$ cat config.mk
export PLATFORM = sky130hd
export DESIGN_NAME = system_event_vectors
export DESIGN_NICKNAME = d
export VERILOG_FILES = /design/src/hdl/sev_pkg.sv /design/src/hdl/lowest_set_picker.sv /design/src/hdl/system_event_vectors.sv
export SDC_FILE = /design/constraint.sdc
export NUM_CORES = 1
export LEC_CHECK = 0
export ABC_CLOCK_PERIOD_IN_PS = 1800
export BUFFER_PORTS_ARGS = -buffer_cell sky130_fd_sc_hd__buf_2
export CAP_MARGIN = 30
export CORE_ASPECT_RATIO = 2
export CORE_UTILIZATION = 52
export CTS_CLUSTER_SIZE = 40
export DETAILED_ROUTE_END_ITERATION = 8
export PLACE_DENSITY = 0.8
export RECOVER_POWER = 50
export SLEW_MARGIN = 20
export SYNTH_ARGS = -nofsm -noshare
export SYNTH_HDL_FRONTEND = slang
export SYNTH_SLANG_ARGS = --single-unit
$ cat constraint.sdc
create_clock -name pclk -period 1.8 [get_ports pclk]
set_input_delay 0.09 -clock pclk [delete_from_list [all_inputs] [get_ports pclk]]
set_output_delay 0.09 -clock pclk [all_outputs]
set_load 0.03 [all_outputs]
$ cat src/hdl/sev_pkg.sv
// Constants, offsets and code tables for the system event vector block
// Overview of operation
// - Three read-only vectors return the code of the highest-priority pending source, or 00h when idle.
// - Reset codes: brownout 02h, reset pin 04h, soft brownout 06h, wake 08h, security 0Ah, supply-high 0Eh.
// - Reset codes: soft power-on 14h, watchdog expiry 16h, watchdog key 18h, all three power-up-clear class.
// - Reset codes: memory key 1Ah, uncorrectable memory 1Ch, peripheral fetch 1Eh, power key 20h, lock loss 24h.
// - System NMI codes: supervisor low-power reset entry 02h highest, uncorrectable memory error 04h.
// - System NMI codes: vacant access 12h, mailbox in 14h, mailbox out 16h, correctable memory 18h lowest.
// - User NMI codes: NMI pin or supply-high supervisor 02h highest, oscillator fault 04h.
// - A mailbox exchanges data words with the debugger; its in and out events are system NMI sources.
package sev_pkg;
    localparam int unsigned VEC_W    = 16;
    localparam int unsigned CODE_W   = 8;
    // Offsets are word indices; the byte address is four times each
    localparam int unsigned UNMI_IDX = 32'h0000015a;
    localparam int unsigned SNMI_IDX = 32'h0000015c;
    localparam int unsigned RST_IDX  = 32'h0000015e;
    localparam logic [11:0] UNMI_ADDR   = 12'(4 * UNMI_IDX);
    localparam logic [11:0] SNMI_ADDR   = 12'(4 * SNMI_IDX);
    localparam logic [11:0] RST_ADDR    = 12'(4 * RST_IDX);
    localparam logic [11:0] STATUS_ADDR = 12'h580;
    localparam logic [11:0] MASK_ADDR   = 12'h584;
    localparam logic [11:0] MBIN_ADDR   = 12'h588;
    localparam logic [11:0] MBOUT_ADDR  = 12'h58c;
    // Source slot counts; slot 0 is highest priority
    localparam int unsigned RST_N  = 14;
    localparam int unsigned SNMI_N = 6;
    localparam int unsigned UNMI_N = 2;
    // System NMI slot positions
    localparam int unsigned SN_SVS_LP  = 0;
    localparam int unsigned SN_NVM_UNC = 1;
    localparam int unsigned SN_VACANT  = 2;
    localparam int unsigned SN_MB_IN   = 3;
    localparam int unsigned SN_MB_OUT  = 4;
    localparam int unsigned SN_NVM_COR = 5;
    // User NMI slot positions
    localparam int unsigned UN_NMI = 0;
    localparam int unsigned UN_OSC = 1;
    // Code tables, indexed by slot; reserved codes simply have no slot
    localparam logic [7:0] RST_CODES [RST_N] = '{
        8'h02, 8'h04, 8'h06, 8'h08, 8'h0a, 8'h0e, 8'h14,
        8'h16, 8'h18, 8'h1a, 8'h1c, 8'h1e, 8'h20, 8'h24};
    localparam logic [7:0] SNMI_CODES [SNMI_N] = '{
        8'h02, 8'h04, 8'h12, 8'h14, 8'h16, 8'h18};
    localparam logic [7:0] UNMI_CODES [UNMI_N] = '{8'h02, 8'h04};
    // Interrupt status bit positions
    localparam int unsigned IRQ_RST  = 0;
    localparam int unsigned IRQ_SNMI = 1;
    localparam int unsigned IRQ_UNMI = 2;
    localparam int unsigned IRQ_W    = 3;
    // Values after reset
    localparam logic [2:0]  MASK_RST = 3'h0;
    localparam logic [15:0] MBOX_RST = 16'h0000;
endpackage

$ cat src/hdl/lowest_set_picker.sv
// Picks the lowest set bit of a pending vector as a one-hot grant
`timescale 1ns/1ps
module lowest_set_picker #(
    parameter int unsigned N = 4
) (
    input  wire logic [N-1:0] pending,
    output wire logic [N-1:0] grant,
    output wire logic         any
);
    // Two's complement isolates the lowest set bit without a priority chain
    assign grant = pending & (~pending + {{(N-1){1'b0}}, 1'b1});
    assign any   = |pending;
endmodule

$ cat src/hdl/system_event_vectors.sv
// Prioritised reset, system NMI and user NMI vector registers with mailbox over APB
//
// Decided for this implementation: the APB slave port.
`timescale 1ns/1ps
module system_event_vectors (
    input  wire logic                     pclk,
    input  wire logic                     presetn,
    input  wire logic [11:0]              paddr,
    input  wire logic                     psel,
    input  wire logic                     penable,
    input  wire logic                     pwrite,
    input  wire logic [31:0]              pwdata,
    input  wire logic [3:0]               pstrb,
    output logic      [31:0]              prdata,
    output logic                          pready,
    output logic                          pslverr,
    input  wire logic [sev_pkg::RST_N-1:0] reset_cause_in,
    input  wire logic                     supervisor_lp_entry,
    input  wire logic                     nvm_uncorrectable_error,
    input  wire logic                     vacant_access_flag,
    input  wire logic                     nvm_correctable_error,
    input  wire logic                     nmi_pin,
    input  wire logic                     supply_high_supervisor_flag,
    input  wire logic                     osc_fault_flag,
    input  wire logic                     dbg_in_valid,
    input  wire logic [15:0]              dbg_in_data,
    input  wire logic                     dbg_out_take,
    output logic      [15:0]              dbg_out_data,
    output logic                          dbg_out_full,
    output logic                          irq
);
    import sev_pkg::*;

    // Pending source flags per vector
    logic [RST_N-1:0]  rst_flag_reg;
    logic [SNMI_N-1:0] snmi_flag_reg;
    logic [UNMI_N-1:0] unmi_flag_reg;
    logic [RST_N-1:0]  rst_take_reg;
    logic [SNMI_N-1:0] snmi_take_reg;
    logic [UNMI_N-1:0] unmi_take_reg;
    logic [IRQ_W-1:0]  stat_reg;
    logic [IRQ_W-1:0]  stat_take_reg;
    logic [IRQ_W-1:0]  mask_reg;
    logic [15:0]       mbox_in_reg;
    logic [15:0]       mbox_out_reg;
    logic              mbox_full_reg;
    logic              nmi_s1_reg;
    logic              nmi_s2_reg;
    logic              nmi_s3_reg;
    logic [31:0]       prdata_reg;
    logic              pready_reg;
    logic              pslverr_reg;
    logic              irq_reg;

    // Next values
    logic [RST_N-1:0]  rst_flag_next;
    logic [SNMI_N-1:0] snmi_flag_next;
    logic [UNMI_N-1:0] unmi_flag_next;
    logic [IRQ_W-1:0]  stat_next;
    logic [15:0]       mbox_out_next;
    logic              mbox_full_next;

    // Priority grants
    logic [RST_N-1:0]  rst_grant;
    logic [SNMI_N-1:0] snmi_grant;
    logic [UNMI_N-1:0] unmi_grant;
    logic              rst_any;
    logic              snmi_any;
    logic              unmi_any;

    // Code chains, one stage per slot
    logic [CODE_W-1:0] rst_chain  [RST_N+1];
    logic [CODE_W-1:0] snmi_chain [SNMI_N+1];
    logic [CODE_W-1:0] unmi_chain [UNMI_N+1];
    logic [CODE_W-1:0] rst_code;
    logic [CODE_W-1:0] snmi_code;
    logic [CODE_W-1:0] unmi_code;

    // Bus decode
    logic        setup;
    logic        done;
    logic        rd_done;
    logic        wr_done;
    logic        sel_unmi;
    logic        sel_snmi;
    logic        sel_rst;
    logic        sel_stat;
    logic        sel_mask;
    logic        sel_mbin;
    logic        sel_mbout;
    logic        addr_hit;
    logic        rd_setup;
    logic [31:0] rd_mux;
    logic [15:0] wr_lanes;

    // Event sources
    logic              nmi_rise;
    logic [RST_N-1:0]  rst_set;
    logic [SNMI_N-1:0] snmi_set;
    logic [UNMI_N-1:0] unmi_set;
    logic [IRQ_W-1:0]  stat_set;
    logic              mbox_emptied;

    // APB phases; the answer comes in the first access cycle
    assign setup   = psel & ~penable;
    assign done    = psel & penable & pready_reg;
    assign rd_done = done & ~pwrite;
    assign wr_done = done & pwrite;

    // Address decode
    assign sel_unmi  = (paddr == UNMI_ADDR);
    assign sel_snmi  = (paddr == SNMI_ADDR);
    assign sel_rst   = (paddr == RST_ADDR);
    assign sel_stat  = (paddr == STATUS_ADDR);
    assign sel_mask  = (paddr == MASK_ADDR);
    assign sel_mbin  = (paddr == MBIN_ADDR);
    assign sel_mbout = (paddr == MBOUT_ADDR);
    assign addr_hit  = sel_unmi | sel_snmi | sel_rst | sel_stat | sel_mask | sel_mbin | sel_mbout;
    assign rd_setup  = setup & ~pwrite;

    // Priority pickers, slot 0 wins
    lowest_set_picker #(.N(RST_N)) u_rst_pick (
        .pending (rst_flag_reg),
        .grant   (rst_grant),
        .any     (rst_any)
    );
    lowest_set_picker #(.N(SNMI_N)) u_snmi_pick (
        .pending (snmi_flag_reg),
        .grant   (snmi_grant),
        .any     (snmi_any)
    );
    lowest_set_picker #(.N(UNMI_N)) u_unmi_pick (
        .pending (unmi_flag_reg),
        .grant   (unmi_grant),
        .any     (unmi_any)
    );

    // Map one-hot grants to codes; only table codes can appear, never a reserved one
    assign rst_chain[0]  = '0;
    assign snmi_chain[0] = '0;
    assign unmi_chain[0] = '0;
    for (genvar i = 0; i < RST_N; i++) begin : g_rst_code
        assign rst_chain[i+1] = rst_chain[i] |
                                (rst_grant[i] ? RST_CODES[i] : 8'h00);
    end
    for (genvar i = 0; i < SNMI_N; i++) begin : g_snmi_code
        assign snmi_chain[i+1] = snmi_chain[i] | (snmi_grant[i] ? SNMI_CODES[i] : 8'h00);
    end
    for (genvar i = 0; i < UNMI_N; i++) begin : g_unmi_code
        assign unmi_chain[i+1] = unmi_chain[i] | (unmi_grant[i] ? UNMI_CODES[i] : 8'h00);
    end
    // Zero when nothing is pending falls out of the empty grant
    assign rst_code  = rst_chain[RST_N];
    assign snmi_code = snmi_chain[SNMI_N];
    assign unmi_code = unmi_chain[UNMI_N];

    // Read data selection; unused upper bits read as zero
    assign rd_mux = sel_unmi  ? {24'h000000, unmi_code} :
                    sel_snmi  ? {24'h000000, snmi_code} :
                    sel_rst   ? {24'h000000, rst_code} :
                    sel_stat  ? {29'h00000000, stat_reg} :
                    sel_mask  ? {29'h00000000, mask_reg} :
                    sel_mbin  ? {16'h0000, mbox_in_reg} :
                    sel_mbout ? {16'h0000, mbox_out_reg} :
                    32'h00000000;

    // Byte lanes for the 16-bit mailbox register
    assign wr_lanes = {{8{pstrb[1]}}, {8{pstrb[0]}}};

    // NMI pin edge; the first sync stage feeds only the second
    assign nmi_rise = nmi_s2_reg & ~nmi_s3_reg;

    // Mailbox out emptied when the debugger takes a full word
    assign mbox_emptied = dbg_out_take & mbox_full_reg;

    // Event sets per vector
    assign rst_set = reset_cause_in;
    assign snmi_set[SN_SVS_LP]  = supervisor_lp_entry;
    assign snmi_set[SN_NVM_UNC] = nvm_uncorrectable_error;
    assign snmi_set[SN_VACANT]  = vacant_access_flag;
    assign snmi_set[SN_MB_IN]   = dbg_in_valid;
    assign snmi_set[SN_MB_OUT]  = mbox_emptied;
    assign snmi_set[SN_NVM_COR] = nvm_correctable_error;
    assign unmi_set[UN_NMI] = nmi_rise | supply_high_supervisor_flag;
    assign unmi_set[UN_OSC] = osc_fault_flag;

    // Read clears the reported flag; a new set in the same cycle wins
    assign rst_flag_next  = (rst_flag_reg & ~(rd_done ? rst_take_reg : '0)) | rst_set;
    assign snmi_flag_next = (snmi_flag_reg & ~(rd_done ? snmi_take_reg : '0)) | snmi_set;
    assign unmi_flag_next = (unmi_flag_reg & ~(rd_done ? unmi_take_reg : '0)) | unmi_set;

    // Status fires only on a newly raised flag, so held levels do not refire
    assign stat_set[IRQ_RST]  = |(rst_set & ~rst_flag_reg);
    assign stat_set[IRQ_SNMI] = |(snmi_set & ~snmi_flag_reg);
    assign stat_set[IRQ_UNMI] = |(unmi_set & ~unmi_flag_reg);
    assign stat_next = (stat_reg & ~(rd_done ? stat_take_reg : '0)) | stat_set;

    // Mailbox out: software loads it, the debugger empties it
    assign mbox_out_next  = (wr_done && sel_mbout) ?
                            ((mbox_out_reg & ~wr_lanes) | (pwdata[15:0] & wr_lanes)) : mbox_out_reg;
    assign mbox_full_next = (wr_done && sel_mbout) ? 1'b1 :
                            (mbox_emptied ? 1'b0 : mbox_full_reg);

    // NMI pin synchroniser
    always_ff @(posedge pclk or negedge presetn) begin
        if (!presetn) begin
            nmi_s1_reg <= 1'b0;
            nmi_s2_reg <= 1'b0;
            nmi_s3_reg <= 1'b0;
        end else begin
            nmi_s1_reg <= nmi_pin;
            nmi_s2_reg <= nmi_s1_reg;
            nmi_s3_reg <= nmi_s2_reg;
        end
    end

    // Pending flags and interrupt status
    always_ff @(posedge pclk or negedge presetn) begin
        if (!presetn) begin
            rst_flag_reg  <= '0;
            snmi_flag_reg <= '0;
            unmi_flag_reg <= '0;
            stat_reg      <= '0;
        end else begin
            rst_flag_reg  <= rst_flag_next;
            snmi_flag_reg <= snmi_flag_next;
            unmi_flag_reg <= unmi_flag_next;
            stat_reg      <= stat_next;
        end
    end

    // Capture what the read reports, so only that source is cleared later
    always_ff @(posedge pclk or negedge presetn) begin
        if (!presetn) begin
            rst_take_reg  <= '0;
            snmi_take_reg <= '0;
            unmi_take_reg <= '0;
            stat_take_reg <= '0;
        end else if (setup) begin
            rst_take_reg  <= (rd_setup && sel_rst) ? rst_grant : '0;
            snmi_take_reg <= (rd_setup && sel_snmi) ? snmi_grant : '0;
            unmi_take_reg <= (rd_setup && sel_unmi) ? unmi_grant : '0;
            stat_take_reg <= (rd_setup && sel_stat) ? stat_reg : '0;
        end
    end

    // Software-written mask and mailbox registers
    always_ff @(posedge pclk or negedge presetn) begin
        if (!presetn) begin
            mask_reg      <= MASK_RST;
            mbox_out_reg  <= MBOX_RST;
            mbox_full_reg <= 1'b0;
        end else begin
            if (wr_done && sel_mask && pstrb[0]) begin
                mask_reg <= pwdata[IRQ_W-1:0];
            end
            mbox_out_reg  <= mbox_out_next;
            mbox_full_reg <= mbox_full_next;
        end
    end

    // Mailbox in: a later word from the debugger overwrites an unread one
    always_ff @(posedge pclk or negedge presetn) begin
        if (!presetn) begin
            mbox_in_reg <= MBOX_RST;
        end else if (dbg_in_valid) begin
            mbox_in_reg <= dbg_in_data;
        end
    end

    // APB answer is registered so outputs come from flops; one cycle of setup
    always_ff @(posedge pclk or negedge presetn) begin
        if (!presetn) begin
            prdata_reg  <= 32'h00000000;
            pready_reg  <= 1'b0;
            pslverr_reg <= 1'b0;
        end else if (setup) begin
            prdata_reg  <= pwrite ? 32'h00000000 : rd_mux;
            pready_reg  <= 1'b1;
            pslverr_reg <= ~addr_hit;
        end else if (done || !psel) begin
            prdata_reg  <= 32'h00000000;
            pready_reg  <= 1'b0;
            pslverr_reg <= 1'b0;
        end
    end

    // Level interrupt, one cycle behind the status register
    always_ff @(posedge pclk or negedge presetn) begin
        if (!presetn) begin
            irq_reg <= 1'b0;
        end else begin
            irq_reg <= |(stat_reg & mask_reg);
        end
    end

    // Outputs straight from flops
    assign prdata       = prdata_reg;
    assign pready       = pready_reg;
    assign pslverr      = pslverr_reg;
    assign dbg_out_data = mbox_out_reg;
    assign dbg_out_full = mbox_full_reg;
    assign irq          = irq_reg;

endmodule

==> metrics.txt <==
run status finished, final reports clean; Ys Warns 0; placed cell area 0.005814 mm²; clk_lat worst skew roughly 0.35 ns; synthesized cell area 0.005065 mm²; share of cells above drive strength 1 0.3106; Util after Layout 0.7109; Core Box Area 0.009384 mm²; count leader, synth dfrtp_1; cell taking the most area after synthesis dfrtp_1; largest net degree at the start of global routing between 50 and 60; HPWL after detailed placement slightly below 10000 µm; cell-internal power between 3 and 4 mW; DRT Pass-1 Iters 5; H-tree lvl count 3; DR iter-0 viols 290; power share of the sequential group 0.485; Syn Area/Cell between 10 and 15 µm²; Hold Crit Depth 3; WL final around 14000 µm; Crit path required time between 2 and 2.5 ns; io pins approximately 140; Hold Slack ~0.11 ns; Final Wtd Congestion slightly below 1; RSZ-0062 raised after global routing false; Post-CTS Setup Repair Bufs 0; Slew @ Worst Pin between 0.7 and 0.8 ns; Setup TNS Final 0 ns; CTS Sinks ~110; synthesized flop and latch total around 110; die width ~72 µm; antenna fix cells 0; Synth Instances around 450; clock network power share 0.421; maximum VDD drop between 800 and 900 µV; DIE AREA ~0.010 mm²; Total Power 5.159 mW; area growth from synthesis to layout 31.72%; WL/cell a little under 20 µm; Max transition margin 0.5309; initial antenna violation count 0; num rows 50; Switching Share 0.2367; Via-to-Cell Ratio about 5.8; CTS tree done; Unique masters post-synth 55; GRT Util Overall 0.2973; Setup WS post-layout roughly 0.12 ns; CP Class reg2reg; Final Cycle Share 0.9327; cell area after layout around 0.0067 mm²; CTS Buffer Depth 2; Leakage 3.226 nW; Final Instance Count excl. Fillers ~750; PortBufs 109; Starting Density 0.5397; Pins Over Slew Limit 0; Gate power share 0.094; CTS root buf clkbuf_16; pre-CTS WS roughly 0.0062 ns; Synth top cells by count dfrtp_1, nand2_1, mux2_2; CP endpoint kind flip-flop; number of flops mapped to enable cells by yosys 0; Async SR Flop Fraction 1.000; Final Hold Viols 0; Tmin final around 1.7 ns; worst min path class in2reg; leading post-synthesis cells by cell area dfrtp_1, mux2_2, nand2_1, a21o_1, o21ai_0; die span in y 141.6 µm; area share of the largest cell type after synthesis 0.5336; first-pass GRT wire length roughly 23000 µm; NumNets Final ~730; Data arrival, critical path between 1.5 and 2 ns; # setup viols final 0; net load switching power roughly 1.2 mW; placed cell count 677; Main synth FF type dfrtp_1; via count 4352; global route total overflow 0; Seq/Total Area, Yosys 0.5336; R2R depth 5; Clk pin slew, worst setup/hold paths roughly 0.07 ns; startpoint types flip-flop; CP Max Fanout 2; P per Cell Area ~770 mW/mm²; vias in the first global route approximately 4600; Routed Antenna Nets 0; detailed-route DRC error count 0; clk_skew between 0.007 and 0.008 ns; TritonCTS buffer count 9; Max Fclk ~600 MHz; MaxCap Viol Count 0
[cell usage in the layout (no fill, tap or decap), types with 3 or more instances in the layout]
master	n
dfrtp_1	108
buf_2	103
nand2_1	71
dlygate4sd3_1	55
mux2_2	29
o21ai_0	28
buf_4	28
inv_1	26
a21o_1	21
nor2_1	17
conb_1	16
a32o_1	12
mux2i_1	11
clkbuf_16	9
nand3_1	8
mux2_4	8
a22o_1	7
o22ai_1	5
nand4_1	5
nor2b_1	5
clkbuf_1	5
a221oi_1	4
a21oi_1	4
nor3_1	4
and4_1	3
nor4_1	3
and2_1	3
o31ai_1	3
mux4_2	3
[layer usage]
metal / routed length [µm] / global-route usage
met2: 7954 / 0.5397
met1: 5083 / 0.3211
met3: 710 / 0.05327
met4: 622 / 0.1548
met5: 0 / 0
[worst max-delay path, cell delays in order, from the launching register on]
cell and delay [ns]:
dfrtp_1 0.39, mux4_2 0.24, nand2_1 0.05, a2111oi_0 0.58, buf_4 0.22, a32o_1 0.14
[final timing paths]
check / to / slack, ns / from
max: prdata[1]$_DFFE_PN0P_ / 0.12 / stat_reg[1]$_DFF_PN0_
min: pready$_DFFE_PN0P_ / 0.11 / psel
max reg2reg: prdata[1]$_DFFE_PN0P_ / 0.12 / stat_reg[1]$_DFF_PN0_
min reg2reg: nmi_s2_reg$_DFF_PN0_ / 0.36 / nmi_s1_reg$_DFF_PN0_
max in group asynchronous: stat_reg[2]$_DFF_PN0_ / 0.31 / presetn
min in group asynchronous: prdata[13]$_DFFE_PN0P_ / 0.33 / presetn
[timing repair]
item                                    in CTS  in global routing
endpoints found under the setup margin       0                  1
endpoints found under the hold margin       84                  0
gates resized for setup                      0                  1
hold buffers                                55                  0
[power by group through the flow]
stage | registers (mW) | clock network (mW) | logic (mW)
5_1_grt | 2.51 | 2.28 | 0.521
3_5_place_dp | 2.55 | 0 | 0.386
6_report | 2.50 | 2.17 | 0.485
2_1_floorplan | 2.54 | 0 | 0.212
4_1_cts | 2.50 | 2.19 | 0.481
3_3_place_gp | 2.54 | 0 | 0.375
[cell type report]
| class | instances | area [µm²] |
|---|---|---|
| clock inverter | 7 | 105.1 |
| clock buffer | 9 | 225.2 |
| fill | 627 | 2713 |
| inverter | 27 | 102.6 |
| sequential | 108 | 2703 |
| multi-input combinational | 300 | 2101 |
| timing repair buffer | 193 | 1305 |
| tap | 104 | 130.1 |
[cell families (layout without fill, tap and decap cells)]
group | after synthesis | in the layout | share of synthesized area
compound gates | 99 | 99 | 0.1418
simple gates | 134 | 134 | 0.1378
buf+inv | 58 | 236 | 0.06274
other cells | 1 | 16 | 0.0007404
mux | 51 | 51 | 0.1233
flops | 108 | 108 | 0.5336
Note: power is estimated with default switching activity, not from simulation.
